**config.mk**
```make
export PLATFORM = sky130hd
export DESIGN_NAME = brfd_top
export DESIGN_NICKNAME = d
export VERILOG_FILES = /design/src/core/brfd_pkg.sv /design/src/core/brfd_decode.sv /design/src/core/brfd_top.sv
export VERILOG_INCLUDE_DIRS = /design/src /design/src/core
export SDC_FILE = /design/constraint.sdc
export NUM_CORES = 1
export LEC_CHECK = 0
export ABC_AREA = 1
export ABC_CLOCK_PERIOD_IN_PS = 5600
export BUFFER_PORTS_ARGS = -buffer_cell sky130_fd_sc_hd__buf_2
export CAP_MARGIN = 10
export CORE_MARGIN = 8
export CORE_UTILIZATION = 36
export CTS_BUF_LIST = sky130_fd_sc_hd__clkbuf_4
export CTS_CLUSTER_DIAMETER = 100
export DETAILED_ROUTE_END_ITERATION = 8
export PLACE_DENSITY_LB_ADDON = 0.12
export SLEW_MARGIN = 10
export SYNTH_ARGS = -nofsm -noshare
export SYNTH_HDL_FRONTEND = slang
export SYNTH_SLANG_ARGS = --single-unit
```
**constraint.sdc**
```tcl
create_clock -name clk_i -period 5.6 [get_ports clk_i]
set_input_delay 1.12 -clock clk_i [delete_from_list [all_inputs] [get_ports clk_i]]
set_output_delay 1.12 -clock clk_i [all_outputs]
set_load 0.05 [all_outputs]
```
**src/core/brfd_map.svh**
```systemverilog
// Address, size and reset constants of the boot ROM and Flash decoder.
`ifndef BRFD_MAP_SVH
`define BRFD_MAP_SVH

// Local bus boot region and device windows.
`define BRFD_LOW_BASE      32'hFF800000
`define BRFD_HIGH_BASE     32'hFFA00000
`define BRFD_FLASH_SIZE    32'h00200000
`define BRFD_SOCK_256K     32'h00040000
`define BRFD_SOCK_512K     32'h00080000
`define BRFD_SOCK_1M       32'h00100000

// Printed register index of the jumper byte and its byte address.
`define BRFD_JMP_INDEX     34'h0FFF4202D
`define BRFD_JMP_ADDR      (`BRFD_JMP_INDEX * 34'h000000004)

// Block registers.
`define BRFD_CTRL_ADDR     34'h000000000
`define BRFD_STAT_ADDR     34'h000000004

// Field positions.
`define BRFD_CTRL_EN_BIT   0
`define BRFD_BOOT_BIT      4
`define BRFD_STAT_BOOT_BIT 0
`define BRFD_STAT_DENS_LSB 1

// Reset values.
`define BRFD_CTRL_RESET    1'h1
`define BRFD_JMP_RESET     8'hFF

// AXI responses.
`define BRFD_RESP_OKAY     2'h0
`define BRFD_RESP_DECERR   2'h3

`endif

```
**src/core/brfd_pkg.sv**
```systemverilog
// Types shared by the boot ROM and Flash decoder.
package brfd_pkg;

  typedef enum logic [1:0] {
    DENS_256K,
    DENS_512K,
    DENS_1M,
    DENS_1M_NO_FLASH
  } brfd_density_type;

endpackage

```
**src/core/brfd_decode.sv**
```systemverilog
// Combinational boot region decoder for socket A, socket B and Flash.
`timescale 1ns/1ps
`default_nettype none
`include "brfd_map.svh"

module brfd_decode (
  input  wire logic [31:0]               addr_i,
  input  wire brfd_pkg::brfd_density_type density_i,
  input  wire logic                      boot_bit_i,
  output logic                           sel_a_o,
  output logic                           sel_b_o,
  output logic                           sel_flash_o
);

  function automatic logic in_win(
    input logic [31:0] a,
    input logic [31:0] base,
    input logic [31:0] size
  );
    in_win = (a >= base) && (a <= base + size - 32'h00000001);
  endfunction

  logic [31:0] sock_size;
  logic [31:0] rom_base;
  logic [31:0] flash_base;
  logic        flash_on;

  always_comb begin
    case (density_i)
      brfd_pkg::DENS_256K: sock_size = `BRFD_SOCK_256K;
      brfd_pkg::DENS_512K: sock_size = `BRFD_SOCK_512K;
      default:             sock_size = `BRFD_SOCK_1M;
    endcase
  end

  // With Flash disabled the sockets sit low whatever the boot bit.
  assign flash_on = (density_i != brfd_pkg::DENS_1M_NO_FLASH);

  // Boot bit 1 puts the sockets first, 0 puts the Flash first.
  assign rom_base   = (boot_bit_i || !flash_on) ? `BRFD_LOW_BASE
                                                : `BRFD_HIGH_BASE;
  assign flash_base = boot_bit_i ? `BRFD_HIGH_BASE : `BRFD_LOW_BASE;

  // Anything outside the active windows selects nothing.
  assign sel_a_o     = in_win(addr_i, rom_base, sock_size);
  assign sel_b_o     = in_win(addr_i, rom_base + sock_size, sock_size);
  assign sel_flash_o = flash_on &&
                       in_win(addr_i, flash_base, `BRFD_FLASH_SIZE);

endmodule

`default_nettype wire

```
**src/core/brfd_top.sv**
```systemverilog
// Boot ROM and Flash decoder with jumper register and AXI4-Lite slave.
// Notes on behaviour
// - Jumpers readable as one read-only byte register.
// - Jumper one on bit 0, eight on 7.
// - Fitted jumper reads 0, absent reads 1.
// - Boot bit 0 Flash first, 1 sockets first.
// - Three strapped densities, 512 KB by default.
// - Onboard Flash decodes a 2MB window.
// - Boot bit 1: Flash FFA00000 to FFBFFFFF.
// - Boot bit 0: Flash FF800000 to FF9FFFFF.
// - 256K, bit 1: sockets from FF800000.
// - 256K, bit 0: sockets from FFA00000.
// - 512K, bit 1: sockets from FF800000.
// - 512K, bit 0: sockets from FFA00000.
// - 1M, bit 1: sockets from FF800000.
// - 1M, bit 0: sockets from FFA00000.
// - Flash disabled: sockets low, never Flash.
//
// The AXI4-Lite interface to the registers was left to the implementer.
`timescale 1ns/1ps
`default_nettype none
`include "brfd_map.svh"

module brfd_top #(
  parameter int AXI_ADDR_W = 34
) (
  input  wire logic                  clk_i,
  input  wire logic                  reset_i,
  // Board straps and jumpers.
  input  wire logic [1:0]            rom_density_header_i,
  input  wire logic [7:0]            jumper_fitted_i,
  // Local bus access from the processor core.
  input  wire logic                  lb_req_i,
  input  wire logic [31:0]           lb_addr_i,
  output logic                       rom_socket_a_sel_o,
  output logic                       rom_socket_b_sel_o,
  output logic                       flash_sel_o,
  // AXI4-Lite slave.
  input  wire logic [AXI_ADDR_W-1:0] s_axi_awaddr,
  input  wire logic                  s_axi_awvalid,
  output logic                       s_axi_awready,
  input  wire logic [31:0]           s_axi_wdata,
  input  wire logic [3:0]            s_axi_wstrb,
  input  wire logic                  s_axi_wvalid,
  output logic                       s_axi_wready,
  output logic [1:0]                 s_axi_bresp,
  output logic                       s_axi_bvalid,
  input  wire logic                  s_axi_bready,
  input  wire logic [AXI_ADDR_W-1:0] s_axi_araddr,
  input  wire logic                  s_axi_arvalid,
  output logic                       s_axi_arready,
  output logic [31:0]                s_axi_rdata,
  output logic [1:0]                 s_axi_rresp,
  output logic                       s_axi_rvalid,
  input  wire logic                  s_axi_rready
);

  brfd_pkg::brfd_density_type density_reg;
  logic                       strap_taken_reg;
  logic [7:0]                 jumper_state_byte_reg;
  logic                       ctrl_en_reg;
  logic                       boot_source_select_bit;

  logic                       dec_a;
  logic                       dec_b;
  logic                       dec_flash;

  logic [AXI_ADDR_W-1:0]      waddr_reg;
  logic                       waddr_ok_reg;
  logic [31:0]                wdata_reg;
  logic [3:0]                 wstrb_reg;
  logic                       wdata_ok_reg;
  logic                       bvalid_reg;
  logic [1:0]                 bresp_reg;
  logic                       rvalid_reg;
  logic [1:0]                 rresp_reg;
  logic [31:0]                rdata_reg;

  logic                       write_go;
  logic                       read_go;

  function automatic brfd_pkg::brfd_density_type strap_to_density(
    input logic [1:0] s
  );
    case (s)
      2'h0:    strap_to_density = brfd_pkg::DENS_256K;
      2'h1:    strap_to_density = brfd_pkg::DENS_512K;
      2'h2:    strap_to_density = brfd_pkg::DENS_1M;
      default: strap_to_density = brfd_pkg::DENS_1M_NO_FLASH;
    endcase
  endfunction

  function automatic logic is_mapped(input logic [AXI_ADDR_W-1:0] a);
    is_mapped = (a == AXI_ADDR_W'(`BRFD_CTRL_ADDR)) ||
                (a == AXI_ADDR_W'(`BRFD_STAT_ADDR)) ||
                (a == AXI_ADDR_W'(`BRFD_JMP_ADDR));
  endfunction

  // The density straps are static, so they are caught once on the first
  // edge after reset release; until then the factory density applies.
  always_ff @(posedge clk_i or posedge reset_i) begin
    if (reset_i) begin
      density_reg     <= brfd_pkg::DENS_512K;
      strap_taken_reg <= 1'b0;
    end else if (!strap_taken_reg) begin
      density_reg     <= strap_to_density(rom_density_header_i);
      strap_taken_reg <= 1'b1;
    end
  end

  // Jumpers are sampled every cycle; a fitted jumper pulls its bit low.
  always_ff @(posedge clk_i or posedge reset_i) begin
    if (reset_i) begin
      jumper_state_byte_reg <= `BRFD_JMP_RESET;
    end else begin
      jumper_state_byte_reg <= ~jumper_fitted_i;
    end
  end

  assign boot_source_select_bit =
    jumper_state_byte_reg[`BRFD_BOOT_BIT];

  brfd_decode u_decode (
    .addr_i      (lb_addr_i),
    .density_i   (density_reg),
    .boot_bit_i  (boot_source_select_bit),
    .sel_a_o     (dec_a),
    .sel_b_o     (dec_b),
    .sel_flash_o (dec_flash)
  );

  // Selects are registered one cycle after the request. Clearing the
  // enable parks all three low so software can quiesce the region.
  always_ff @(posedge clk_i or posedge reset_i) begin
    if (reset_i) begin
      rom_socket_a_sel_o <= 1'b0;
      rom_socket_b_sel_o <= 1'b0;
      flash_sel_o        <= 1'b0;
    end else begin
      rom_socket_a_sel_o <= lb_req_i && ctrl_en_reg && dec_a;
      rom_socket_b_sel_o <= lb_req_i && ctrl_en_reg && dec_b;
      flash_sel_o        <= lb_req_i && ctrl_en_reg && dec_flash;
    end
  end

  // Write address and data are taken independently, in either order.
  assign s_axi_awready = !waddr_ok_reg && !bvalid_reg;
  assign s_axi_wready  = !wdata_ok_reg && !bvalid_reg;
  assign write_go      = waddr_ok_reg && wdata_ok_reg && !bvalid_reg;

  always_ff @(posedge clk_i or posedge reset_i) begin
    if (reset_i) begin
      waddr_reg    <= '0;
      waddr_ok_reg <= 1'b0;
    end else if (s_axi_awvalid && s_axi_awready) begin
      waddr_reg    <= s_axi_awaddr;
      waddr_ok_reg <= 1'b1;
    end else if (write_go) begin
      waddr_ok_reg <= 1'b0;
    end
  end

  always_ff @(posedge clk_i or posedge reset_i) begin
    if (reset_i) begin
      wdata_reg    <= '0;
      wstrb_reg    <= '0;
      wdata_ok_reg <= 1'b0;
    end else if (s_axi_wvalid && s_axi_wready) begin
      wdata_reg    <= s_axi_wdata;
      wstrb_reg    <= s_axi_wstrb;
      wdata_ok_reg <= 1'b1;
    end else if (write_go) begin
      wdata_ok_reg <= 1'b0;
    end
  end

  // Only the control register takes writes. The jumper and status
  // registers ignore them and still answer OKAY.
  always_ff @(posedge clk_i or posedge reset_i) begin
    if (reset_i) begin
      ctrl_en_reg <= `BRFD_CTRL_RESET;
    end else if (write_go && wstrb_reg[0] &&
                 waddr_reg == AXI_ADDR_W'(`BRFD_CTRL_ADDR)) begin
      ctrl_en_reg <= wdata_reg[`BRFD_CTRL_EN_BIT];
    end
  end

  always_ff @(posedge clk_i or posedge reset_i) begin
    if (reset_i) begin
      bvalid_reg <= 1'b0;
      bresp_reg  <= `BRFD_RESP_OKAY;
    end else if (write_go) begin
      bvalid_reg <= 1'b1;
      bresp_reg  <= is_mapped(waddr_reg) ? `BRFD_RESP_OKAY
                                         : `BRFD_RESP_DECERR;
    end else if (s_axi_bready) begin
      bvalid_reg <= 1'b0;
    end
  end

  assign s_axi_bvalid = bvalid_reg;
  assign s_axi_bresp  = bresp_reg;

  // One read at a time; a new address is refused while data waits.
  assign s_axi_arready = !rvalid_reg;
  assign read_go       = s_axi_arvalid && !rvalid_reg;

  always_ff @(posedge clk_i or posedge reset_i) begin
    if (reset_i) begin
      rvalid_reg <= 1'b0;
      rresp_reg  <= `BRFD_RESP_OKAY;
      rdata_reg  <= '0;
    end else if (read_go) begin
      rvalid_reg <= 1'b1;
      rresp_reg  <= `BRFD_RESP_OKAY;
      if (s_axi_araddr == AXI_ADDR_W'(`BRFD_JMP_ADDR)) begin
        rdata_reg <= {24'h000000, jumper_state_byte_reg};
      end else if (s_axi_araddr == AXI_ADDR_W'(`BRFD_CTRL_ADDR)) begin
        rdata_reg <= {31'h00000000, ctrl_en_reg};
      end else if (s_axi_araddr == AXI_ADDR_W'(`BRFD_STAT_ADDR)) begin
        rdata_reg <= {29'h00000000, density_reg,
                      boot_source_select_bit};
      end else begin
        rdata_reg <= 32'h00000000;
        rresp_reg <= `BRFD_RESP_DECERR;
      end
    end else if (s_axi_rready) begin
      rvalid_reg <= 1'b0;
    end
  end

  assign s_axi_rvalid = rvalid_reg;
  assign s_axi_rdata  = rdata_reg;
  assign s_axi_rresp  = rresp_reg;

endmodule

`default_nettype wire

```
==> results of run 1 <==
==> kinds of logic after synthesis <==
logic type                 synth area share [%]
and+or+nand+nor                            30.4
DFF                                        41.2
adders and majority gates                  4.09
muxes                                      8.12
AOI/OAI and AO/OA                          4.25
buffers and inverters                      11.7
other                                     0.189
==> metrics by stage <==
step,worst slack [ps],instance area (µm²),std cells
2_1_floorplan,2870,4070,510
3_3_place_gp,3220,4690,759
3_5_place_dp,3210,4690,759
4_1_cts,3130,4850,775
5_1_grt,3060,4850,775
6_report,3170,4850,775
==> cells in the mapped netlist, drive strengths merged, types with 9 or more instances <==
cell,instances
a21oi,21
buf,32
dfrtp,55
dfstp,10
ha,13
inv,56
mux2,22
nand2,96
nand3,32
nand4,15
nor2,106
nor3,9
o21ai,9
==> report_power, final <==
part	total (mW)	switching, mW	internal (mW)
registers	0.712	0.0938	0.618
logic	0.563	0.317	0.246
clock network	0.353	0.177	0.176
==> path summary, 6_finish.rpt <==
path	from	to	slack, ps
worst max-delay path	s_axi_bvalid$_DFFE_PP0P_	s_axi_awready	3170
worst min-delay path	strap_taken_reg$_DFF_PP0_	density_reg[1]$_DFFE_PP0N_	490
worst max register to register	density_reg[0]$_DFFE_PP1N_	rom_socket_b_sel_o$_DFF_PP0_	3840
worst min register to register	strap_taken_reg$_DFF_PP0_	density_reg[1]$_DFFE_PP0N_	490
max in group asynchronous	reset_i	waddr_reg[28]$_DFFE_PP0P_	4140
min in group asynchronous	reset_i	waddr_reg[9]$_DFFE_PP0P_	930
==> layout by cell type (no fill, tap or decap) <==
| master | count |
|---|---|
| conb_1 | 26 |
| nand2_1 | 89 |
| nor4_1 | 2 |
| a21oi_1 | 20 |
| dfrtp_1 | 55 |
| and3_1 | 1 |
| buf_2 | 139 |
| a21oi_2 | 1 |
| mux2_4 | 20 |
| or2_1 | 1 |
| clkinvlp_4 | 1 |
| nand4_1 | 15 |
| clkinv_1 | 2 |
| mux2_2 | 2 |
| nand2_2 | 7 |
| nand3_1 | 29 |
| nor2_4 | 3 |
| o21a_1 | 1 |
| clkbuf_4 | 9 |
| nor3_1 | 6 |
| o21ai_1 | 1 |
| dfstp_2 | 10 |
| nand3_2 | 3 |
| nor2_2 | 8 |
| and2_1 | 1 |
| nor3_2 | 3 |
| ha_1 | 13 |
| inv_1 | 54 |
| clkinv_2 | 2 |
| nor2_8 | 1 |
| buf_4 | 2 |
| inv_2 | 2 |
| nor2_1 | 94 |
| bufinv_16 | 2 |
| nor3b_2 | 1 |
| o21ai_0 | 8 |
| a21o_1 | 1 |
==> area by class of cell <==
cell class	count	share of cell area, %
multi-input cells	357	40.4
flip-flops and latches	65	33.8
repair buffers	141	14.7
inverters	56	4.34
well taps	140	3.61
clock inverters	7	1.76
clock buffers	9	1.39
==> critical path: stages, from the launching register on <==
cell and delay (ps):
dfrtp_1 450, nor2_2 150, buf_2 280
==> metal layers <==
layer,vias to the layer above,track usage (%)
li1,1788,-
met1,1501,16.1
met2,120,22.2
met3,16,4.84
met4,0,5.85
met5,-,0
==> results.toml, run 1 <==
[sta]
finalCritPeriodShare_pct = 43.3
fmax_mhz = 412
hold_viol = 0
setup_viol = 0
slew_headroom_pct = 45.3
maxSlewViolCount = 0
rsz0062_at_grt = "no"
finalCriticalPeriod_ps = 2430
worst_slew_pin_slew_ps = 820
hold_ws_ps = 486
fin_worst_skew_ps = 17.4
setup_tns_ps = 0

[logic_synthesis]
synth_top_area_share_pct = 34.6
synth-edff-count = 0
ys_seq_area_share_pct = 41.2
syn_inst = 486
async_reset_ff_share_pct = 100
syn_area_per_cell_um2 = 8.18
ys_ff_latch = 65
synth_area_um2 = 3980
ys_types = 33
dominantRegCellSynth = "dfrtp_1"
yosys-top-cells-area = "dfrtp_1, nor2_1, nand2_1, mux2_4, dfstp_2"
yosysTopAreaCell = "dfrtp_1"
yosysWarnings = 0

[clock_tree]
h-tree-depth = 3
holdBufCountCts = 0
cts_tree = "built"
post_cts_buffers = 0
clk_pin_slew_ps = 110
clock_sinks = 65
clockBufferDepth = 2
numCtsBuffers = 9
cts_root_buf = "clkbuf_4"
clock_latency_ps = 430
cts-resized-gates = 0

[global_route]
grt_antenna_before_repair = 0
grt.total_usage_pct = 13.7
grt_overflow = 0
grt_pass1_vias = 3411
grt_pass1_wl_um = 16100
grt_start_max_net_pins = 66

[power_and_ir_drop]
pwr_density_cell_nw_per_um2 = 336
power_mw = 1.63
irDropWorstVdd_uv = 177
cellLeakagePower_nw = 2.60

[setup_path]
arrival_ps = 1310
reg2reg_depth = 9
crit_path_max_fanout = 5
startpoint_type = "flop"
required_ps = 4480
critPathKind = "reg2out"
critPathCaptureType = "output port"

[routing]
routed.top_layer = "met4"
vias_per_cell = 4.42
drt-initial-drc-count = 134
wl_met1_um = 4290
dr.pass1.iters = 4
wirelength_um = 10100
vias = 3425
drcViolationCount = 0
drtAntennaViolNets = 0
post_drt_wl_per_cell_um = 13.0
dr_wl_met2_um = 4610
met3_length_um = 984

[final_layout]
largest_reg_flops = 34
nets = 797
drive_above_1_share_pct = 34.0
antennaDiodeCount = 0
fillers = 1119
seq_area_um2 = 1640
area_growth_pct = 21.9
multi_input_area_um2 = 1960
fin_util_pct = 44.9

[placement]
hpwlAfterDp_um = 8040
buffer_ports.inserted = 139
globalplace.congestion = 0.827

[floorplanning]
dieHeight_um = 121
io_pins = 198
core-area_um2 = 10800
rows = 38
die_w_um = 121
start_util_pct = 36.8
die_area_um2 = 14700

[worst_hold_path]
min_path_cells = 1
hold_path_class = "reg2reg"

[outcome]
outcome = "finished, final reports clean"

[run]
cap_violations = 0
No activity file was read; power rests on OpenSTA's default activity.
==> inputs of run 2 (changes only) <==
- ABC_CLOCK_PERIOD_IN_PS: 5600 -> 2300
- clock period: 5.6 -> 2.3 ns (I/O delays scaled with it)
==> results.toml, run 2 (synthesized netlist as in run 1, its figures left out) <==
[global_route]
grt_overflow = 0
grt.total_usage_pct = 13.9
grt_pass1_wl_um = 16500
grt_antenna_before_repair = 0
grt_pass1_vias = 3596
grt_start_max_net_pins = 48

[setup_path]
cp_cell_sequence = "a21oi_1 -> ha_1 -> inv_1 -> nor2_4 -> nand2_2 -> nor2_1 -> nand3_1 -> nand2_1 -> nand2_1 -> nor2_1"
startpoint_type = "flop"
slowest_delay_ps = 610
critPathTopFamily = "flip-flops"
crit_cells = 10
required_ps = 2650
critPathKind = "reg2reg"
r2r_slack_ps = 520
endpoint = "rom_socket_b_sel_o$_DFF_PP0_"
crit_path_start = "jumper_state_byte_reg[4]$_DFF_PP1_"
crit_path_max_fanout = 5
r2r_start = "jumper_state_byte_reg[4]$_DFF_PP1_"
cp_num_buf_inv = 1
critPathCaptureType = "flop"
crit_slowest_cell = "dfstp_2"
reg2reg_depth = 10
arrival_ps = 2130
r2r_end = "rom_socket_b_sel_o$_DFF_PP0_"

[clock_tree]
clockBufferDepth = 2
clock_latency_ps = 410
clock_sinks = 65
h-tree-depth = 3
cts_tree = "built"
clk_pin_slew_ps = 120
numCtsBuffers = 9
post_cts_buffers = 0
cts-resized-gates = 0
holdBufCountCts = 0
cts_root_buf = "clkbuf_4"

[power_and_ir_drop]
irDropWorstVdd_uv = 438
cellLeakagePower_nw = 2.63
pwr_density_cell_nw_per_um2 = 825

[sta]
finalCriticalPeriod_ps = 1780
hold_viol = 0
setup_slack_ps = 524
finalCritPeriodShare_pct = 77.2
fin_worst_skew_ps = 19.1
rsz0062_at_grt = "no"
fmax_mhz = 563
setup_viol = 0
setup_tns_ps = 0
maxSlewViolCount = 0

[routing]
vias_per_cell = 4.49
wirelength_um = 10100
dr.pass1.iters = 4
vias = 3488
drcViolationCount = 0
post_drt_wl_per_cell_um = 13.0
drtAntennaViolNets = 0
drt-initial-drc-count = 112

[final_layout]
antennaDiodeCount = 0
largest_reg_flops = 34
final_cell_mix = "buf_2, nor2_1, nand2_1, dfrtp_1, inv_1"
nets = 798
design_area_um2 = 4890
area_growth_pct = 23.1
drive_above_1_share_pct = 34.3
layout_commonest_cell = "buf_2"

[floorplanning]
die_area_um2 = 14700
die_w_um = 121
io_pins = 198
dieHeight_um = 121
core-area_um2 = 10800
rows = 38
start_util_pct = 36.8

[run]
cap_violations = 0

[placement]
globalplace.congestion = 0.859
buffer_ports.inserted = 139
pre_cts_ws_ps = 522
dpl_cell_area_um2 = 4730
hpwlAfterDp_um = 8200

[outcome]
outcome = "finished, final reports clean"

[worst_hold_path]
hold_path_class = "in2async"
run 2: cell types whose count changed in the layout (fill, tap and decap cells not counted), sizes merged:
cell      previous run  this run
clkinv               4         2
inv                 56        58
buf                141       142
clkbuf               9        10
clkinvlp             1         0
run 2: how the worst min path moves through the flow:
stage	slack [ps]	cells after the start	endpoint	from
after floorplan	450	2	ctrl_en_reg$_DFFE_PP1P_	ctrl_en_reg$_DFFE_PP1P_
after global placement	460	2	s_axi_rdata[2]$_DFFE_PP0P_	s_axi_rdata[2]$_DFFE_PP0P_
after CTS	10	2	s_axi_bvalid$_DFFE_PP0P_	reset_i
after detailed placement	460	1	density_reg[1]$_DFFE_PP0N_	strap_taken_reg$_DFF_PP0_
final	30	2	s_axi_bvalid$_DFFE_PP0P_	reset_i
after global routing	20	2	s_axi_bvalid$_DFFE_PP0P_	reset_i
run 2: where the power goes:
part	internal [mW]	leakage (nW)	switching (mW)
Sequential	1.51	0.758	0.231
Clock	0.460	0.0890	0.435
Combinational	0.618	1.78	0.788
run 2: final cells by class:
type                    count  area (µm²)
fillers                  1136        5900
multi-input cells         357        1960
flip-flops and latches     65        1640
repair buffers            142         743
inverters                  56         210
well taps                 140         175
clock inverters             6        90.1
clock buffers              10        75.1
run 2: metrics by stage:
step	hold WS, ps	std cells	total power [mW]	util (%)
finish	25.8	776	4.04	45.3
floorplan	450	510	2.85	-
detailed placement	465	760	3.18	43.8
global placement	462	760	3.14	43.8
global route	18.9	776	4.33	45.3
CTS	10.8	776	4.10	45.3
run 2: per-layer routing:
layer | up-vias | global-route usage [%] | part of all wire [%]
met5 | - | 0 | 0
met4 | 0 | 5.23 | 1.4
met3 | 12 | 3.77 | 8.1
met2 | 111 | 23.6 | 47
met1 | 1574 | 16.3 | 44
li1 | 1791 | - | -
